[src/core/wdt_pkg.sv]
/*
 * Constants, register map and state types of the watchdog reset timer.
 * Assumes an 8-bit register port with a 16-bit address, one base clock.
 */
// Behaviour
// - the four inhibit bits always read one and are never stored.
// - counter write enable changes only when the write has bit 7 zero.
// - counter writes need counter write enable one; reads always allowed.
// - register write enable changes only when the write has bit 5 zero.
// - enable and flag writes need register write enable already one.
// - enable set by zero inhibit and one; cleared by both zero, or reset.
// - counter advances on selected clock only while enabled.
// - overflow with internal reset sets the overflow reset flag.
// - flag cleared by pin or guarded zero write; kept over internal reset.
// - counter is eight-bit up-counter, zero after reset.
// - tick at maximum overflows; internal reset one base cycle later.
// - internal reset lasts 512 oscillator cycles, resets chip except flag and interrupt status.
// - port mode bit 5 selects clock divided 8192 or watch divided 32.
// - written counter value continues counting; period 1 to 256 ticks.
// - clock stop bit 2 zero puts watchdog in standby; resets to one.
// - standby zero written while enabled is kept but waits for disable.
// - halts stop counter and keep registers; subactive needs watch clock.
package wdt_pkg;

	// ----------------------------------------
	// register map
	// ----------------------------------------
	localparam logic [15:0] ADDR_CTRL_STATUS = 16'hffb2;
	localparam logic [15:0] ADDR_COUNTER = 16'hffb3;
	localparam logic [15:0] ADDR_IRQ_STATUS = 16'hffb4;
	localparam logic [15:0] ADDR_IRQ_MASK = 16'hffb5;
	localparam logic [15:0] ADDR_PORT_MODE_THREE = 16'hffca;
	localparam logic [15:0] ADDR_CLOCK_STOP_TWO = 16'hfffb;

	// ----------------------------------------
	// field positions
	// ----------------------------------------
	localparam int BIT_COUNTER_WE_INHIBIT = 7;
	localparam int BIT_COUNTER_WRITE_ENABLE = 6;
	localparam int BIT_REGWE_INHIBIT = 5;
	localparam int BIT_REGISTER_WRITE_ENABLE = 4;
	localparam int BIT_ENABLE_INHIBIT = 3;
	localparam int BIT_WATCHDOG_ENABLE = 2;
	localparam int BIT_FLAG_INHIBIT = 1;
	localparam int BIT_OVERFLOW_RESET_FLAG = 0;
	localparam int BIT_WATCHDOG_CLOCK_SELECT = 5;
	localparam int BIT_WATCHDOG_MODULE_STANDBY = 2;
	localparam int BIT_IRQ_OVERFLOW = 0;
	localparam int BIT_IRQ_RESET_DONE = 1;

	// ----------------------------------------
	// reset values
	// ----------------------------------------
	localparam logic [7:0] RESET_COUNTER = 8'h00;
	localparam logic [7:0] RESET_PORT_MODE_THREE = 8'h00;
	localparam logic [3:0] RESET_CLOCK_STOP_LOW = 4'hf;
	localparam logic [7:0] CLOCK_STOP_HIGH_READ = 8'hf0;
	localparam logic [7:0] INHIBIT_READ_ONES = 8'haa;
	localparam logic [1:0] RESET_IRQ = 2'h0;

	// ----------------------------------------
	// counts
	// ----------------------------------------
	localparam int SYS_DIVIDE = 8192;
	localparam int WATCH_DIVIDE = 32;
	localparam int RESET_OSC_CYCLES = 512;
	// oscillator cycles per base clock cycle
	localparam int OSC_PER_BASE = 1;
	localparam logic [9:0] RESET_BASE_CYCLES =
		10'(RESET_OSC_CYCLES / OSC_PER_BASE);
	localparam logic [12:0] SYS_DIV_LAST = 13'(SYS_DIVIDE - 1);
	localparam logic [4:0] WATCH_DIV_LAST = 5'(WATCH_DIVIDE - 1);
	localparam logic [7:0] COUNTER_MAX = 8'hff;

	// ----------------------------------------
	// types
	// ----------------------------------------
	typedef enum logic [1:0] {
		WDT_RUN = 2'b00,
		WDT_PENDING = 2'b01,
		WDT_RESETTING = 2'b10
	} wdt_phase_t;

	typedef struct packed {
		logic [15:0] addr;
		logic [7:0] wdata;
		logic wr;
		logic rd;
	} wdt_bus_req_t;

	typedef struct packed {
		logic watch_tick;
		logic halt_mode;
		logic subactive;
	} wdt_env_t;

	typedef struct packed {
		wdt_phase_t phase;
		logic [9:0] reset_count;
		logic [12:0] sys_div;
		logic [4:0] watch_div;
		logic [7:0] counter;
		logic counter_write_enable;
		logic register_write_enable;
		logic watchdog_enable;
		logic overflow_reset_flag;
		logic [7:0] port_mode_three;
		logic [3:0] clock_stop_low;
		logic [1:0] irq_status;
		logic [1:0] irq_mask;
		logic irq;
		logic internal_reset;
		logic [7:0] rdata;
	} wdt_state_t;

endpackage

[src/core/wdt_top.sv]
/*
 * Watchdog reset timer: counter, prescalers, protected control register,
 * internal reset generator, interrupt status and register port.
 * Assumes all inputs synchronous to clock; watch_tick is one cycle high
 * per watch clock edge; the chip feeds internal_reset back as a reset of
 * everything except this block's flag and interrupt status.
 */
// Added by the designer: strobed register access.
`timescale 1ns/100ps
`default_nettype none

module wdt_top (
	input wire logic clock,
	input wire logic rst_b,
	input wire wdt_pkg::wdt_bus_req_t bus,
	input wire wdt_pkg::wdt_env_t env,
	output logic [7:0] rdata,
	output logic irq,
	output logic internal_reset
);

	wdt_pkg::wdt_state_t st;
	wdt_pkg::wdt_state_t next_st;

	logic wr_ctrl;
	logic wr_cnt;
	logic standby;
	logic halted;
	logic sys_tick;
	logic wtick;
	logic in_tick;
	logic overflow;
	logic [7:0] ctrl_read;

	function automatic logic hit(input logic [15:0] a,
		input logic [15:0] reg_addr);
		hit = (a == reg_addr);
	endfunction

	// ----------------------------------------
	// decode and clock source
	// ----------------------------------------
	always_comb
	begin
		wr_ctrl = bus.wr && hit(bus.addr, wdt_pkg::ADDR_CTRL_STATUS);
		wr_cnt = bus.wr && hit(bus.addr, wdt_pkg::ADDR_COUNTER);
		// stored standby bit only bites once the watchdog is off
		standby = !st.clock_stop_low[wdt_pkg::BIT_WATCHDOG_MODULE_STANDBY]
			&& !st.watchdog_enable;
		halted = standby || env.halt_mode || (env.subactive &&
			!st.port_mode_three[wdt_pkg::BIT_WATCHDOG_CLOCK_SELECT]);
		sys_tick = (st.sys_div == wdt_pkg::SYS_DIV_LAST);
		wtick = env.watch_tick && (st.watch_div == wdt_pkg::WATCH_DIV_LAST);
		in_tick = st.port_mode_three[wdt_pkg::BIT_WATCHDOG_CLOCK_SELECT] ?
			wtick : sys_tick;
		// a blocked counter write must not hide the wrap
		overflow = in_tick && st.watchdog_enable && !halted
			&& st.counter == wdt_pkg::COUNTER_MAX
			&& !(wr_cnt && st.counter_write_enable)
			&& st.phase == wdt_pkg::WDT_RUN;
		ctrl_read = wdt_pkg::INHIBIT_READ_ONES;
		ctrl_read[wdt_pkg::BIT_COUNTER_WRITE_ENABLE] =
			st.counter_write_enable;
		ctrl_read[wdt_pkg::BIT_REGISTER_WRITE_ENABLE] =
			st.register_write_enable;
		ctrl_read[wdt_pkg::BIT_WATCHDOG_ENABLE] = st.watchdog_enable;
		ctrl_read[wdt_pkg::BIT_OVERFLOW_RESET_FLAG] = st.overflow_reset_flag;
	end

	// ----------------------------------------
	// next state
	// ----------------------------------------
	always_comb
	begin
		next_st = st;

		// prescalers
		if (halted)
		begin
			next_st.sys_div = st.sys_div;
		end
		else
		begin
			next_st.sys_div = st.sys_div + 13'h0001;
		end
		if (!halted && env.watch_tick)
		begin
			next_st.watch_div = st.watch_div + 5'h01;
		end

		// counter
		if (wr_cnt && st.counter_write_enable)
		begin
			next_st.counter = bus.wdata;
		end
		else if (in_tick && st.watchdog_enable && !halted)
		begin
			next_st.counter = st.counter + 8'h01;
		end

		// protected control register, old enables gate this write
		if (wr_ctrl)
		begin
			if (!bus.wdata[wdt_pkg::BIT_COUNTER_WE_INHIBIT])
			begin
				next_st.counter_write_enable =
					bus.wdata[wdt_pkg::BIT_COUNTER_WRITE_ENABLE];
			end
			if (!bus.wdata[wdt_pkg::BIT_REGWE_INHIBIT])
			begin
				next_st.register_write_enable =
					bus.wdata[wdt_pkg::BIT_REGISTER_WRITE_ENABLE];
			end
			if (st.register_write_enable
				&& !bus.wdata[wdt_pkg::BIT_ENABLE_INHIBIT])
			begin
				next_st.watchdog_enable =
					bus.wdata[wdt_pkg::BIT_WATCHDOG_ENABLE];
			end
			if (st.register_write_enable
				&& !bus.wdata[wdt_pkg::BIT_FLAG_INHIBIT]
				&& !bus.wdata[wdt_pkg::BIT_OVERFLOW_RESET_FLAG])
			begin
				next_st.overflow_reset_flag = 1'b0;
			end
		end

		// other registers
		if (bus.wr && hit(bus.addr, wdt_pkg::ADDR_PORT_MODE_THREE))
		begin
			next_st.port_mode_three = bus.wdata;
		end
		if (bus.wr && hit(bus.addr, wdt_pkg::ADDR_CLOCK_STOP_TWO))
		begin
			next_st.clock_stop_low = bus.wdata[3:0];
		end
		if (bus.wr && hit(bus.addr, wdt_pkg::ADDR_IRQ_MASK))
		begin
			next_st.irq_mask = bus.wdata[1:0];
		end
		if (bus.wr && hit(bus.addr, wdt_pkg::ADDR_IRQ_STATUS))
		begin
			next_st.irq_status = st.irq_status & ~bus.wdata[1:0];
		end

		// reset sequencer
		case (st.phase)
			wdt_pkg::WDT_RUN:
			begin
				if (overflow)
				begin
					next_st.phase = wdt_pkg::WDT_PENDING;
					next_st.counter = wdt_pkg::RESET_COUNTER;
				end
			end
			wdt_pkg::WDT_PENDING:
			begin
				next_st.phase = wdt_pkg::WDT_RESETTING;
				next_st.reset_count = wdt_pkg::RESET_BASE_CYCLES;
			end
			wdt_pkg::WDT_RESETTING:
			begin
				next_st.reset_count = st.reset_count - 10'h001;
				if (st.reset_count == 10'h001)
				begin
					next_st.phase = wdt_pkg::WDT_RUN;
					next_st.irq_status[wdt_pkg::BIT_IRQ_RESET_DONE] = 1'b1;
				end
			end
			default:
			begin
				next_st.phase = wdt_pkg::WDT_RUN;
			end
		endcase

		// chip reset: everything except the flag and interrupt status
		if (next_st.phase == wdt_pkg::WDT_RESETTING)
		begin
			next_st.sys_div = 13'h0000;
			next_st.watch_div = 5'h00;
			next_st.counter = wdt_pkg::RESET_COUNTER;
			next_st.counter_write_enable = 1'b0;
			next_st.register_write_enable = 1'b0;
			next_st.watchdog_enable = 1'b0;
			next_st.port_mode_three = wdt_pkg::RESET_PORT_MODE_THREE;
			next_st.clock_stop_low = wdt_pkg::RESET_CLOCK_STOP_LOW;
			next_st.irq_mask = wdt_pkg::RESET_IRQ;
		end

		// hardware set wins over a same-cycle clear
		if (st.phase == wdt_pkg::WDT_PENDING)
		begin
			next_st.overflow_reset_flag = 1'b1;
			next_st.irq_status[wdt_pkg::BIT_IRQ_OVERFLOW] = 1'b1;
		end

		next_st.internal_reset =
			(next_st.phase == wdt_pkg::WDT_RESETTING);
		next_st.irq = |(next_st.irq_status & next_st.irq_mask);

		// read data, one cycle after the strobe
		next_st.rdata = 8'h00;
		if (bus.rd)
		begin
			case (bus.addr)
				wdt_pkg::ADDR_CTRL_STATUS: next_st.rdata = ctrl_read;
				wdt_pkg::ADDR_COUNTER: next_st.rdata = st.counter;
				wdt_pkg::ADDR_IRQ_STATUS: next_st.rdata = {6'h00, st.irq_status};
				wdt_pkg::ADDR_IRQ_MASK: next_st.rdata = {6'h00, st.irq_mask};
				wdt_pkg::ADDR_PORT_MODE_THREE: next_st.rdata = st.port_mode_three;
				wdt_pkg::ADDR_CLOCK_STOP_TWO:
					next_st.rdata = wdt_pkg::CLOCK_STOP_HIGH_READ
						| {4'h0, st.clock_stop_low};
				default: next_st.rdata = 8'h00;
			endcase
		end
	end

	// ----------------------------------------
	// state register
	// ----------------------------------------
	always_ff @(posedge clock or negedge rst_b)
	begin
		if (!rst_b)
		begin
			st.phase <= wdt_pkg::WDT_RUN;
			st.reset_count <= 10'h000;
			st.sys_div <= 13'h0000;
			st.watch_div <= 5'h00;
			st.counter <= wdt_pkg::RESET_COUNTER;
			st.counter_write_enable <= 1'b0;
			st.register_write_enable <= 1'b0;
			st.watchdog_enable <= 1'b0;
			st.overflow_reset_flag <= 1'b0;
			st.port_mode_three <= wdt_pkg::RESET_PORT_MODE_THREE;
			st.clock_stop_low <= wdt_pkg::RESET_CLOCK_STOP_LOW;
			st.irq_status <= wdt_pkg::RESET_IRQ;
			st.irq_mask <= wdt_pkg::RESET_IRQ;
			st.irq <= 1'b0;
			st.internal_reset <= 1'b0;
			st.rdata <= 8'h00;
		end
		else
		begin
			st <= next_st;
		end
	end

	assign rdata = st.rdata;
	assign irq = st.irq;
	assign internal_reset = st.internal_reset;

endmodule

`default_nettype wire

[config.mk]
export PLATFORM = sky130hd
export DESIGN_NAME = wdt_top
export DESIGN_NICKNAME = d
export VERILOG_FILES = /design/src/core/wdt_pkg.sv /design/src/core/wdt_top.sv
export SDC_FILE = /design/constraint.sdc
export NUM_CORES = 1
export LEC_CHECK = 0
export BUFFER_PORTS_ARGS = -buffer_cell sky130_fd_sc_hd__buf_2
export CAP_MARGIN = 10
export CORE_ASPECT_RATIO = 1.75
export CORE_UTILIZATION = 35
export CTS_CLUSTER_DIAMETER = 40
export DETAILED_ROUTE_END_ITERATION = 10
export GPL_TIMING_DRIVEN = 1
export PLACE_DENSITY = 0.52
export SLEW_MARGIN = 20
export SYNTH_ARGS = -nofsm -noshare
export SYNTH_HDL_FRONTEND = slang
export SYNTH_SLANG_ARGS = --single-unit
[constraint.sdc]
create_clock -name clock -period 3.05 [get_ports clock]
set_input_delay 0.305 -clock clock [delete_from_list [all_inputs] [get_ports clock]]
set_output_delay 0.305 -clock clock [all_outputs]
set_load 0.02 [all_outputs]
### Word level (Yosys, flattened, before mapping)

Index checks and enable logic that the tools add are counted.

* equal/unequal tests: 16
* $lt $le $gt $ge: 0
* add/subtract/negate cells: 4
* shifts and indexed selects: 0
* div/mod/pow operators: 0
* bitwise operators: 3
* reductions and logical operators: 43
* multiply operators: 0
* muxes and demuxes: 29

Operator list (count)
* equality test 16 bit (second input constant): 6
* two-way mux 8 bit: 6
* one-hot mux 8 bit (6 select lines): 1
* two-way mux 29 bit: 1
* one-hot mux 10 bit (2 select lines): 1
* logical AND 1 bit: 19
* nonzero test 2 bit: 8
* adder 13 x 1 -> 13 bit (second input constant): 1
* equality test 13 bit (second input constant): 1
* two-way mux 13 bit: 1
* two-way mux 12 bit: 1
* equality test 10 x 1 -> 1 bit (second input constant): 1
* two-way mux 2 bit: 5
* subtractor 10 x 1 -> 10 bit (second input constant): 1
* two-way mux 1 bit: 9
* adder 8 x 1 -> 8 bit (second input constant): 1
* equality test 8 bit (second input constant): 1
* logical NOT 1 bit: 8
* two-way mux 4 bit: 2
* AND reduction 2 bit: 4
* one-hot mux 2 bit (3 select lines): 1
* adder 5 x 1 -> 5 bit (second input constant): 1
* equality test 5 bit (second input constant): 1
* two-way mux 5 bit: 1
* other kinds (9): 13

* memory bits (read-only): 0
* memories: 0
* bits in registers: 68
* input port bits: 31
* output and inout port bits: 10
* latch bits: 0
* bits in writable memories: 0
* logic and storage cells: 111

### Depth between registers and ports, before layout

Gate-level depths: netlist of run 1.

* word-level depth: 15
* mapped depth: 10
* gate-level depth less buffers: 8

### Worst setup path after synthesis of run 1

OpenSTA, ideal clock, no wires.

* path kind: flip-flop to flip-flop
* start point: register st[43] in the netlist's numbering
* end point: register st[43] in the netlist's numbering
* slack: 821 ps
* cell stages (with the launch flop): 10
* data arrival time: 2158 ps
* path through: dfrtp_1 -> ha_1 -> nand3_2 -> or4_4 -> a21oi_4 -> nand4_2 -> o21a_1 -> buf_6 -> buf_12 -> nor2_4

* word-level cells in the longest chain between the ends: 11

Ends and longest elaborated chain
* start, declared: line wdt_top.sv:22 `wdt_pkg::wdt_state_t st;`
* start signal, assigned: line wdt_top.sv:245 `st <= next_st;`
* equality test 13 bit: line wdt_top.sv:52 `sys_tick = (st.sys_div == wdt_pkg::SYS_DIV_LAST);`
* two-way mux 1 bit: line wdt_top.sv:54 `in_tick = st.port_mode_three[wdt_pkg::BIT_WATCHDOG_CLOCK_SELECT] ?`
* logical AND 1 bit (2 in series): line wdt_top.sv:57 `overflow = in_tick && st.watchdog_enable && !halted`
* logical AND 1 bit: line wdt_top.sv:58 `&& st.counter == wdt_pkg::COUNTER_MAX`
* logical AND 1 bit: line wdt_top.sv:59 `&& !(wr_cnt && st.counter_write_enable)`
* logical AND 1 bit: line wdt_top.sv:60 `&& st.phase == wdt_pkg::WDT_RUN;`
* two-way mux 2 bit: line wdt_top.sv:150 `if (overflow)`
* one-hot mux 2 bit (3 select lines): line wdt_top.sv:147 `case (st.phase)`
* equality test 2 bit: line wdt_top.sv:177 `if (next_st.phase == wdt_pkg::WDT_RESETTING)`
* != test 2 bit (no source line) or two-way mux 29 bit (tied branches)

Parallel ways exist; a longest one is shown, timed or not. The select of a mux whose other input is x is not followed.
A chain may end at the register's enable or synchronous reset.

### Worst setup path after layout of run 1

* start point: register st[60] in the netlist's numbering
* end point: register st[23] in the netlist's numbering

* word-level cells in the longest chain between the ends: 5

Ends and longest elaborated chain
* equality test 10 x 1 -> 1 bit (*): line wdt_top.sv:164 `if (st.reset_count == 10'h001)`
* two-way mux 2 bit (*): line wdt_top.sv:164
* one-hot mux 2 bit (3 select lines) (*): line wdt_top.sv:147
* equality test 2 bit (*): line wdt_top.sv:177
* two-way mux 12 bit or nonzero test 2 bit (tied branches)

Every way passes the cells marked *; elsewhere a longest branch is shown, timed or not.

==> metrics.txt, run 1 <==
Max Cap Violations=0; unique cell type count in the Yosys netlist=58; number of nets still failing antenna checks after routing=0; worst r2r dst=st[23]; power per cell area=463 nW/µm²; total leakage power=1.90 nW; CP endpoint kind=register; wire length of the first global-routing pass=15200 µm; data arrival time at the worst-slack endpoint=2910 ps; final net count=481; Min Clock Period, post-route=2690 ps; register-to-register path setup slack=360 ps; total track usage=17.4%; number of buffer cells added on primary ports=40; post-synthesis cell type with the largest combined area=sky130_fd_sc_hd__dfrtp_1; Max Freq=0.372 GHz; Top Ports=41; synth warn=0; post-CTS clock slew at the launch and capture registers of the worst setup and hold paths=60 ps; Power Total=0.00212 W; GP Congestion=0.763; commonest register cell after synthesis=sky130_fd_sc_hd__dfrtp_1; antenna violations before repair=0; unrepaired setup endpoints after global routing=no; Final Hold Violating Endpoints=0; via count of the first global-routing pass=3040; layout overhead on the synthesized area=15.4%; Setup violations, final=0; R2R depth=7; vias per cell=5.32; fraction of layout cells with a size suffix above 1=24.3%; largest cells by area after synthesis=sky130_fd_sc_hd__dfrtp_1 40%, sky130_fd_sc_hd__nor2_4 6.0%, sky130_fd_sc_hd__nand2_1 4.2%; initial drt markers=132; pin count of the biggest net entering global routing=38; router iterations before antenna repair=6; Hold WC Path Type=in2async; register bit total from synthesis=68; Slew Limit Fails=0; required arrival time at the worst endpoint=3270 ps; count of inserted antenna diode cells=0; final setup TNS=0 ps; TritonCTS clock tree=built; run status=completed; DRC violation count after routing=0; postcts setup bufs=0; Max Root-Sink Buffers=2; worst hold-check slack=37.8 ps; netlist area before placement=3970 µm²; DR WL/cell=16.2 µm; core outline area=11100 µm²; FF-to-FF Start=st[60]; worst voltage drop across the vdd grid=0.344 mV; Sinks on Clock Net=68; hold-fix buffer count after cts=0; die boundary height=143 µm; die area=11800 µm²; die span in x=82.5 µm; post-CTS resize count=0; share of the clock period used by the worst path after layout=88.1%; total length of routed wires=9360 µm; area share of the largest cell type after synthesis=40.4%; kind of start point of the critical path=register; async set-reset flop share out of synthesis=100%; cell at the root of the clock tree=sky130_fd_sc_hd__clkbuf_16; H-tree depth=3; remaining global-route overflow=0; Syn Area/Cell=9.82 µm²; transition time at the pin with the least slew margin=825 ps; Syn Nets=445; highest fanout seen on the critical path=23; Setup CP Type=reg2reg; max_slew headroom=44.5%; HPWL Detailed=6840 µm; cell row count=51; insertion delay to the later sink of the worst-skew pair=330 ps; sequential area share after synthesis=43.0%; initial core utilization=35.7%; number of buffers inserted during clock tree synthesis=9; total vias in the final route=3069; final standard cell utilization of the core=41.2%; number of flops mapped to enable cells by yosys=0; maximum clock skew at final layout=5.51 ps; gate count after technology mapping=404
-- how the worst max path moves through the flow --
stage	slack, ps	cells after the start	end	from
3_3_place_gp	430	7	st[23]	st[60]
6_report	360	7	st[23]	st[60]
5_1_grt	210	7	st[23]	st[60]
3_5_place_dp	380	7	st[23]	st[60]
4_1_cts	360	7	st[23]	st[60]
2_1_floorplan	820	9	st[43]	st[43]
-- cell usage in the layout, fill, tap and decap left out, types with 3 or more instances in the layout --
master,netlist,layout
sky130_fd_sc_hd__inv_1,19,19
sky130_fd_sc_hd__o21ai_0,6,6
sky130_fd_sc_hd__nor2_1,23,23
sky130_fd_sc_hd__o31ai_1,4,4
sky130_fd_sc_hd__ha_1,10,10
sky130_fd_sc_hd__clkbuf_16,0,9
sky130_fd_sc_hd__or3_1,4,4
sky130_fd_sc_hd__nand4b_1,4,4
sky130_fd_sc_hd__buf_2,0,40
sky130_fd_sc_hd__a21oi_1,18,18
sky130_fd_sc_hd__nand4_1,8,8
sky130_fd_sc_hd__nand2b_1,3,3
sky130_fd_sc_hd__dfrtp_1,64,64
sky130_fd_sc_hd__a21oi_2,6,6
sky130_fd_sc_hd__xor2_1,12,12
sky130_fd_sc_hd__clkinvlp_4,0,3
sky130_fd_sc_hd__nand3_1,24,24
sky130_fd_sc_hd__nand3b_1,4,4
sky130_fd_sc_hd__dfstp_2,4,4
sky130_fd_sc_hd__nor4_1,5,5
sky130_fd_sc_hd__o41ai_1,3,3
sky130_fd_sc_hd__nor3_1,11,11
sky130_fd_sc_hd__nor2_4,21,21
sky130_fd_sc_hd__buf_4,8,8
sky130_fd_sc_hd__xnor2_1,10,10
sky130_fd_sc_hd__nand2_1,44,44
sky130_fd_sc_hd__a22oi_1,9,9
sky130_fd_sc_hd__a211oi_1,8,8
sky130_fd_sc_hd__a211o_1,4,4
sky130_fd_sc_hd__and3_1,6,6
sky130_fd_sc_hd__mux2i_1,11,11
-- kinds of logic after synthesis --
group                      count (synthesis)  synth area share [%]
AOI/OAI and AO/OA                         72                  13.0
xor gates and xnor gates                  22                  4.86
adders and majority gates                 10                  3.15
buffers and inverters                     44                  6.37
DFF                                       68                  43.0
muxes                                     13                  3.34
and+or+nand+nor                          175                  26.2
-- layout make-up --
class,instances,area (µm²)
clock inverter,7,100
inverter,19,71.3
clock buffer,9,225
timing repair buffer,50,300
tap,132,165
multi-input combinational,292,2010
sequential,68,1710
fill,1118,6530
-- through the flow --
stage / setup slack (ps) / std cells / cell area, µm²
floorplan: 821 / 404 / 3970
global placement: 429 / 561 / 4250
detailed placement: 378 / 561 / 4250
CTS: 356 / 577 / 4580
global route: 205 / 577 / 4580
finish: 362 / 577 / 4580
-- routing by layer --
metal  wire (µm)  GRT usage [%]
met5           0              0
met4         136           5.45
met3         191           4.09
met2        5200           30.8
met1        3830           20.0
-- cells in the mapped netlist, drive strengths merged, types with 7 or more instances --
library cell / number
a211oi: 8
a21oi: 25
a22oi: 9
buf: 14
clkbuf: 11
dfrtp: 64
ha: 10
inv: 19
mux2i: 11
nand2: 44
nand3: 25
nand4: 9
nor2: 46
nor3: 11
o21ai: 7
xnor2: 10
xor2: 12
-- state kept, by name (all words and copies together) (netlist names) --
register	flops
st	54
rdata	8
ctrl_read	4
internal_reset	1
irq	1
-- where the power goes --
group           total, W  internal (W)  switching (W)
Sequential      0.000902      0.000902  0.00000000262
Combinational  0.0000775     0.0000263      0.0000512
Clock            0.00114      0.000720       0.000420
Total            0.00212       0.00165       0.000471
-- critical path, stage by stage, from the launching register on --
cell,delay [ps]
sky130_fd_sc_hd__dfrtp_1,410
sky130_fd_sc_hd__or4_1,560
sky130_fd_sc_hd__o31ai_1,390
sky130_fd_sc_hd__a21oi_1,120
sky130_fd_sc_hd__o21ai_1,160
sky130_fd_sc_hd__o21a_2,520
sky130_fd_sc_hd__buf_12,320
sky130_fd_sc_hd__nor2_2,60
(Power assumes the default switching activity.)
==> inputs of run 2 (changes only) <==
==> constraint.sdc (replaced) <==
create_clock -name clock -period 3.1 [get_ports clock]
set_input_delay 0.31 -clock clock [delete_from_list [all_inputs] [get_ports clock]]
set_output_delay 0.31 -clock clock [all_outputs]
set_load 0.02 [all_outputs]
==> metrics.txt, run 2 (same netlist as run 1, synthesis figures left out) <==
run status=completed; DRC violation count after routing=0 (unchanged); transition time at the pin with the least slew margin=836 ps (+11.2 ps); Final Hold Violating Endpoints=0 (unchanged); Hold WC Path Type=in2async; core outline area=11100 µm² (unchanged); Setup Slack @ Placement=437 ps (+59.5 ps); placed cell count=560 (-0.18%); insertion delay to the later sink of the worst-skew pair=340 ps (about the same); antenna violations before repair=0 (unchanged); via count of the first global-routing pass=3097 (+1.9%); Largest register FFs=54 (unchanged); Power Total=0.00225 W (+6.2%); GP Congestion=0.765 (+0.31%); critical path, cell by cell=or4_1 -> o31ai_1 -> a21oi_1 -> o21ai_1 -> o21a_2 -> buf_12 -> nor2_2; hold-fix buffer count after cts=0 (unchanged); non-filler cells in the finished layout=576 (-0.17%); total vias in the final route=3090 (+0.68%); post-CTS clock slew at the launch and capture registers of the worst setup and hold paths=60 ps (about the same); GR met1 Demand/Resource=19.7% (-0.25 points); Slew Limit Fails=0 (unchanged); CP endpoint kind=register; power per cell area=488 nW/µm² (+5.3%); final net count=480 (-0.21%); Final WS setup=415 ps (+53.0 ps); crit-path leading delay family=compound AO/OA/AOI/OAI gates; Biggest register=st; Setup CP Type=reg2reg; remaining global-route overflow=0 (unchanged); Max Freq=0.372 GHz (+0.11%); total leakage power=1.93 nW (+1.4%); die span in x=82.5 µm (unchanged); data arrival time at the worst-slack endpoint=2910 ps (about the same); cell at the root of the clock tree=sky130_fd_sc_hd__clkbuf_16; count of inserted antenna diode cells=0 (unchanged); worst voltage drop across the vdd grid=0.341 mV (-1.0%); router iterations before antenna repair=6 (unchanged); sequential cell area in the final layout=1710 µm² (unchanged); Sinks on Clock Net=68 (unchanged); number of buffers inserted during clock tree synthesis=9 (unchanged); Worst path max stage delay=560 ps (about the same); TritonCTS clock tree=built; Top Ports=41 (unchanged); most common cell after layout, fill and taps aside=sky130_fd_sc_hd__dfrtp_1; slowest cell on the critical path=sky130_fd_sc_hd__or4_1; share of the clock period used by the worst path after layout=86.6% (-1.5 points); post-CTS resize count=0 (unchanged); Fill cells=1090 (-2.5%); DR WL/cell=16.5 µm (+1.8%); unrepaired setup endpoints after global routing=no; final setup TNS=0 ps (unchanged); die boundary height=143 µm (unchanged); H-tree depth=3 (unchanged); fraction of layout cells with a size suffix above 1=24.1% (-0.17 points); highest fanout seen on the critical path=23 (unchanged); Max Cap Violations=0 (unchanged); layout overhead on the synthesized area=16.4%; initial drt markers=143 (+8.3%); GR Util met3=2.88% (-1.2 points); postcts setup bufs=0 (unchanged); pin count of the biggest net entering global routing=38 (unchanged); maximum clock skew at final layout=6.75 ps (+1.24 ps); max_slew headroom=43.8% (-0.67 points); required arrival time at the worst endpoint=3320 ps (+50 ps); vias per cell=5.36 (+0.86%); commonest cells after routing, fill and taps aside=64 x sky130_fd_sc_hd__dfrtp_1, 44 x sky130_fd_sc_hd__nand2_1, 40 x sky130_fd_sc_hd__buf_2; Min Clock Period, post-route=2690 ps (-2.99 ps); initial core utilization=35.7% (unchanged); worst path bufs/invs=1 (unchanged); cell row count=51 (unchanged); wire length of the first global-routing pass=15200 µm (+0.32%); number of nets still failing antenna checks after routing=0 (unchanged); grt met2 use=30.8% (+0.043 points); Max Root-Sink Buffers=2 (unchanged); number of buffer cells added on primary ports=40 (unchanged); HPWL Detailed=6780 µm (-0.86%); global routing's busiest layer=met2; area taken by multi-input logic gates=2010 µm² (unchanged); die area=11800 µm² (unchanged); total length of routed wires=9510 µm (+1.6%); Setup violations, final=0 (unchanged); total track usage=17.6% (+0.21 points); kind of start point of the critical path=register
==> run 2: report_power, final <==
part | internal, W | total, W | switching [W] | leakage, nW
clock | 0.000873 | 0.00129 | 0.000415 | 0.180
sequential | 0.000888 | 0.000888 | 0.00000000231 | 0.898
combinational | 0.0000259 | 0.0000764 | 0.0000505 | 0.847
==> run 2: through the flow <==
stage | cell area, µm² | util (%) | hold WS (ps)
2_1_floorplan | 3970 | - | 14.4
3_3_place_gp | 4240 | 38.2 | 422
3_5_place_dp | 4240 | 38.2 | 437
4_1_cts | 4620 | 41.6 | 68.7
5_1_grt | 4620 | 41.6 | 119
6_report | 4620 | 41.6 | 41.4
==> run 2: worst paths after layout <==
| check | startpoint | end | slack, ps | cells after the start |
|---|---|---|---|---|
| max | st[60] | st[23] | 410 | 7 |
| min reg2reg | ctrl_read[0] | ctrl_read[0] | 480 | 1 |
| max reg2reg | st[60] | st[23] | 410 | 7 |
| max in group asynchronous | rst_b | st[16] | 2320 | 2 |
| min | rst_b | st[53] | 40 | 1 |
| min in group clock | bus[0] | rdata[1] | 240 | 2 |
==> run 2: routing by layer <==
| layer | part of all wire [%] | vias up |
|---|---|---|
| met5 | 0 | - |
| met4 | 2.4 | 0 |
| met3 | 3.0 | 17 |
| met2 | 54 | 47 |
| met1 | 41 | 1535 |
| li1 | - | 1491 |
==> run 2: worst register-to-register path: stages, from the launching register on <==
cell                      delay [ps]
sky130_fd_sc_hd__dfrtp_1         420
sky130_fd_sc_hd__or4_1           560
sky130_fd_sc_hd__o31ai_1         400
sky130_fd_sc_hd__a21oi_1         120
sky130_fd_sc_hd__o21ai_1         150
sky130_fd_sc_hd__o21a_2          520
sky130_fd_sc_hd__buf_12          330
sky130_fd_sc_hd__nor2_2           80
==> run 2: area by class of cell <==
class                      count  share of cell area (%)
timing repair buffer          49                    6.34
clock buffer                   9                    4.88
tap                          132                    3.58
sequential                    68                    37.0
multi-input combinational    292                    43.5
clock inverter                 7                    3.17
inverter                      19                    1.55
==> inputs of run 3 (changes only) <==
--- a/config.mk
+++ b/config.mk
@@ -8,11 +8,11 @@
 export BUFFER_PORTS_ARGS = -buffer_cell sky130_fd_sc_hd__buf_2
 export CAP_MARGIN = 10
 export CORE_ASPECT_RATIO = 1.75
-export CORE_UTILIZATION = 35
+export CORE_UTILIZATION = 25
 export CTS_CLUSTER_DIAMETER = 40
 export DETAILED_ROUTE_END_ITERATION = 10
 export GPL_TIMING_DRIVEN = 1
-export PLACE_DENSITY = 0.52
+export PLACE_DENSITY = 0.4
 export SLEW_MARGIN = 20
 export SYNTH_ARGS = -nofsm -noshare
 export SYNTH_HDL_FRONTEND = slang
==> metrics.txt, run 3 (same netlist as run 1, synthesis figures left out) <==
Max Root-Sink Buffers=2 (unchanged); post-CTS clock slew at the launch and capture registers of the worst setup and hold paths=60 ps (about the same); remaining global-route overflow=0 (unchanged); postcts setup bufs=0 (unchanged); run status=completed; crit-path leading delay family=compound AO/OA/AOI/OAI gates; net switching power=0.000463 W (-0.62%); cell row count=60 (+18%); CP endpoint kind=register; vias per cell=4.86 (-9.4%); worst voltage drop across the vdd grid=0.183 mV (-46%); Final Hold Violating Endpoints=0 (unchanged); router iterations before antenna repair=4 (-2); layout overhead on the synthesized area=17.4%; initial drt markers=114 (-20%); die area=16400 µm² (+39%); final net count=482 (+0.42%); total length of routed wires=10400 µm (+9.2%); power share of the clock group=53.5% (-3.7 points); total vias in the final route=3071 (-0.61%); number of buffers inserted during clock tree synthesis=9 (unchanged); Hold WC Path Type=in2reg; count of inserted antenna diode cells=0 (unchanged); wire length of the first global-routing pass=16800 µm (+10%); pin count of the biggest net entering global routing=62 (+63%); power per cell area=446 nW/µm² (-8.6%); kind of start point of the critical path=register; commonest cells after routing, fill and taps aside=64 x sky130_fd_sc_hd__dfrtp_1, 44 x sky130_fd_sc_hd__nand2_1, 40 x sky130_fd_sc_hd__buf_2; highest fanout seen on the critical path=22 (-4.3%); Max Cap Violations=0 (unchanged); Slew Limit Fails=0 (unchanged); number of nets still failing antenna checks after routing=0 (unchanged); most common cell after layout, fill and taps aside=sky130_fd_sc_hd__dfrtp_1; antenna violations before repair=0 (unchanged); Min Clock Period, post-route=2580 ps (-101 ps); die span in x=97.2 µm (+18%); net switching share of the total power=22.3% (+1.6 points); share of the clock period used by the worst path after layout=83.4% (-3.3 points); cell at the root of the clock tree=sky130_fd_sc_hd__clkbuf_16; Top Ports=41 (unchanged); final setup TNS=0 ps (unchanged); HPWL Detailed=7620 µm (+12%); transition time at the pin with the least slew margin=635 ps (-201 ps); total track usage=13.2% (-4.4 points); Worst path max stage delay=570 ps (about the same); Sinks on Clock Net=68 (unchanged); insertion delay to the later sink of the worst-skew pair=340 ps (about the same); H-tree depth=3 (unchanged); TritonCTS clock tree=built; die boundary height=169 µm (+18%); Max Freq=0.387 GHz (+3.9%); Biggest register=st; post-CTS resize count=0 (unchanged); required arrival time at the worst endpoint=3320 ps (about the same); DR WL/cell=16.4 µm (-0.49%); GP Congestion=0.752 (-1.7%); unrepaired setup endpoints after global routing=no; total leakage power=1.92 nW (-0.44%); fraction of layout cells with a size suffix above 1=24.2% (+0.12 points); initial core utilization=25.6% (-10 points); critical path, cell by cell=or4_1 -> o31ai_1 -> a21oi_1 -> o21ai_1 -> o21a_2 -> buf_12 -> nor2_4; number of buffer cells added on primary ports=40 (unchanged); worst path bufs/invs=1 (unchanged); sequential cell fraction of total power=42.7% (+3.3 points); slowest cell on the critical path=sky130_fd_sc_hd__or4_1; via count of the first global-routing pass=3230 (+4.3%); Setup violations, final=0 (unchanged); Largest register FFs=54 (unchanged); design internal power=0.00162 W (-9.6%); proportion of power drawn by combinational gates=3.7% (+0.3 points); data arrival time at the worst-slack endpoint=2800 ps (-110 ps); max_slew headroom=57.3% (+13 points); maximum clock skew at final layout=8.30 ps (+1.55 ps); Setup CP Type=reg2reg; DRC violation count after routing=0 (unchanged); Power Total=0.00208 W (-7.7%); core outline area=15500 µm² (+39%)
[run 3: changes by cell type in the layout (fill, tap and decap cells not counted), sizes merged]
| cell | change |
|---|---|
| clkinv | +2 |
| clkinvlp | +1 |
| dlygate4sd3 | +1 |
| inv | -1 |
| buf | +1 |
| bufinv | -2 |
[run 3: layer usage]
metal	share of wire, %	global-route usage (%)
met2	57	25.4
met5	0	0
met4	1.6	4.73
met1	39	14.1
met3	2.8	2.60
[run 3: power by group through the flow]
| stage | Clock (W) | Combinational [W] | Sequential (W) |
|---|---|---|---|
| finish | 0.00111 | 0.0000779 | 0.000888 |
| global route | 0.00117 | 0.0000882 | 0.000887 |
| CTS | 0.00114 | 0.0000814 | 0.000888 |
| detailed placement | 0 | 0.0000803 | 0.000904 |
| global placement | 0 | 0.0000801 | 0.000904 |
| floorplan | 0 | 0.0000211 | 0.000904 |
[run 3: area by class of cell]
type	instances	area, µm²
fillers	1642	10800
repair buffers	51	323
clock inverters	7	91.3
multi-input cells	292	2010
well taps	186	233
clock buffers	9	225
flip-flops and latches	68	1710
inverters	19	71.3
[run 3: final timing paths]
kind                             start      to  depth (start not counted)  slack [ps]
worst min register to register  st[12]  st[12]                          2         500
max in group asynchronous        rst_b  st[14]                          3        2080
worst min-delay path            bus[7]  st[23]                          3         260
worst max-delay path            st[60]  st[43]                          7         520
worst max register to register  st[60]  st[43]                          7         520
min in group asynchronous        rst_b  st[45]                          2         350
[run 3: timing repair]
action	CTS	global route
hold endpoints to repair	7	0
hold buffers	1	0
endpoints found under the setup margin	0	0
[run 3: per-stage QoR]
step / instances / util [%] / hold slack (ps) / worst slack, ps / area, µm²
global route: 632 / 30.1 / 258 / 326 / 4660
detailed placement: 615 / 28.0 / 175 / 506 / 4330
global placement: 615 / 28.0 / 173 / 559 / 4330
finish: 632 / 30.1 / 258 / 516 / 4660
floorplan: 404 / - / 14.4 / 871 / 3970
CTS: 632 / 30.1 / 253 / 490 / 4660
[run 3: tightest hold or removal path: cells and delay by family]
kind	cells	cell delay [ps]
muxes	1	70
and+or+nand+nor	1	70
buffers and inverters	1	100
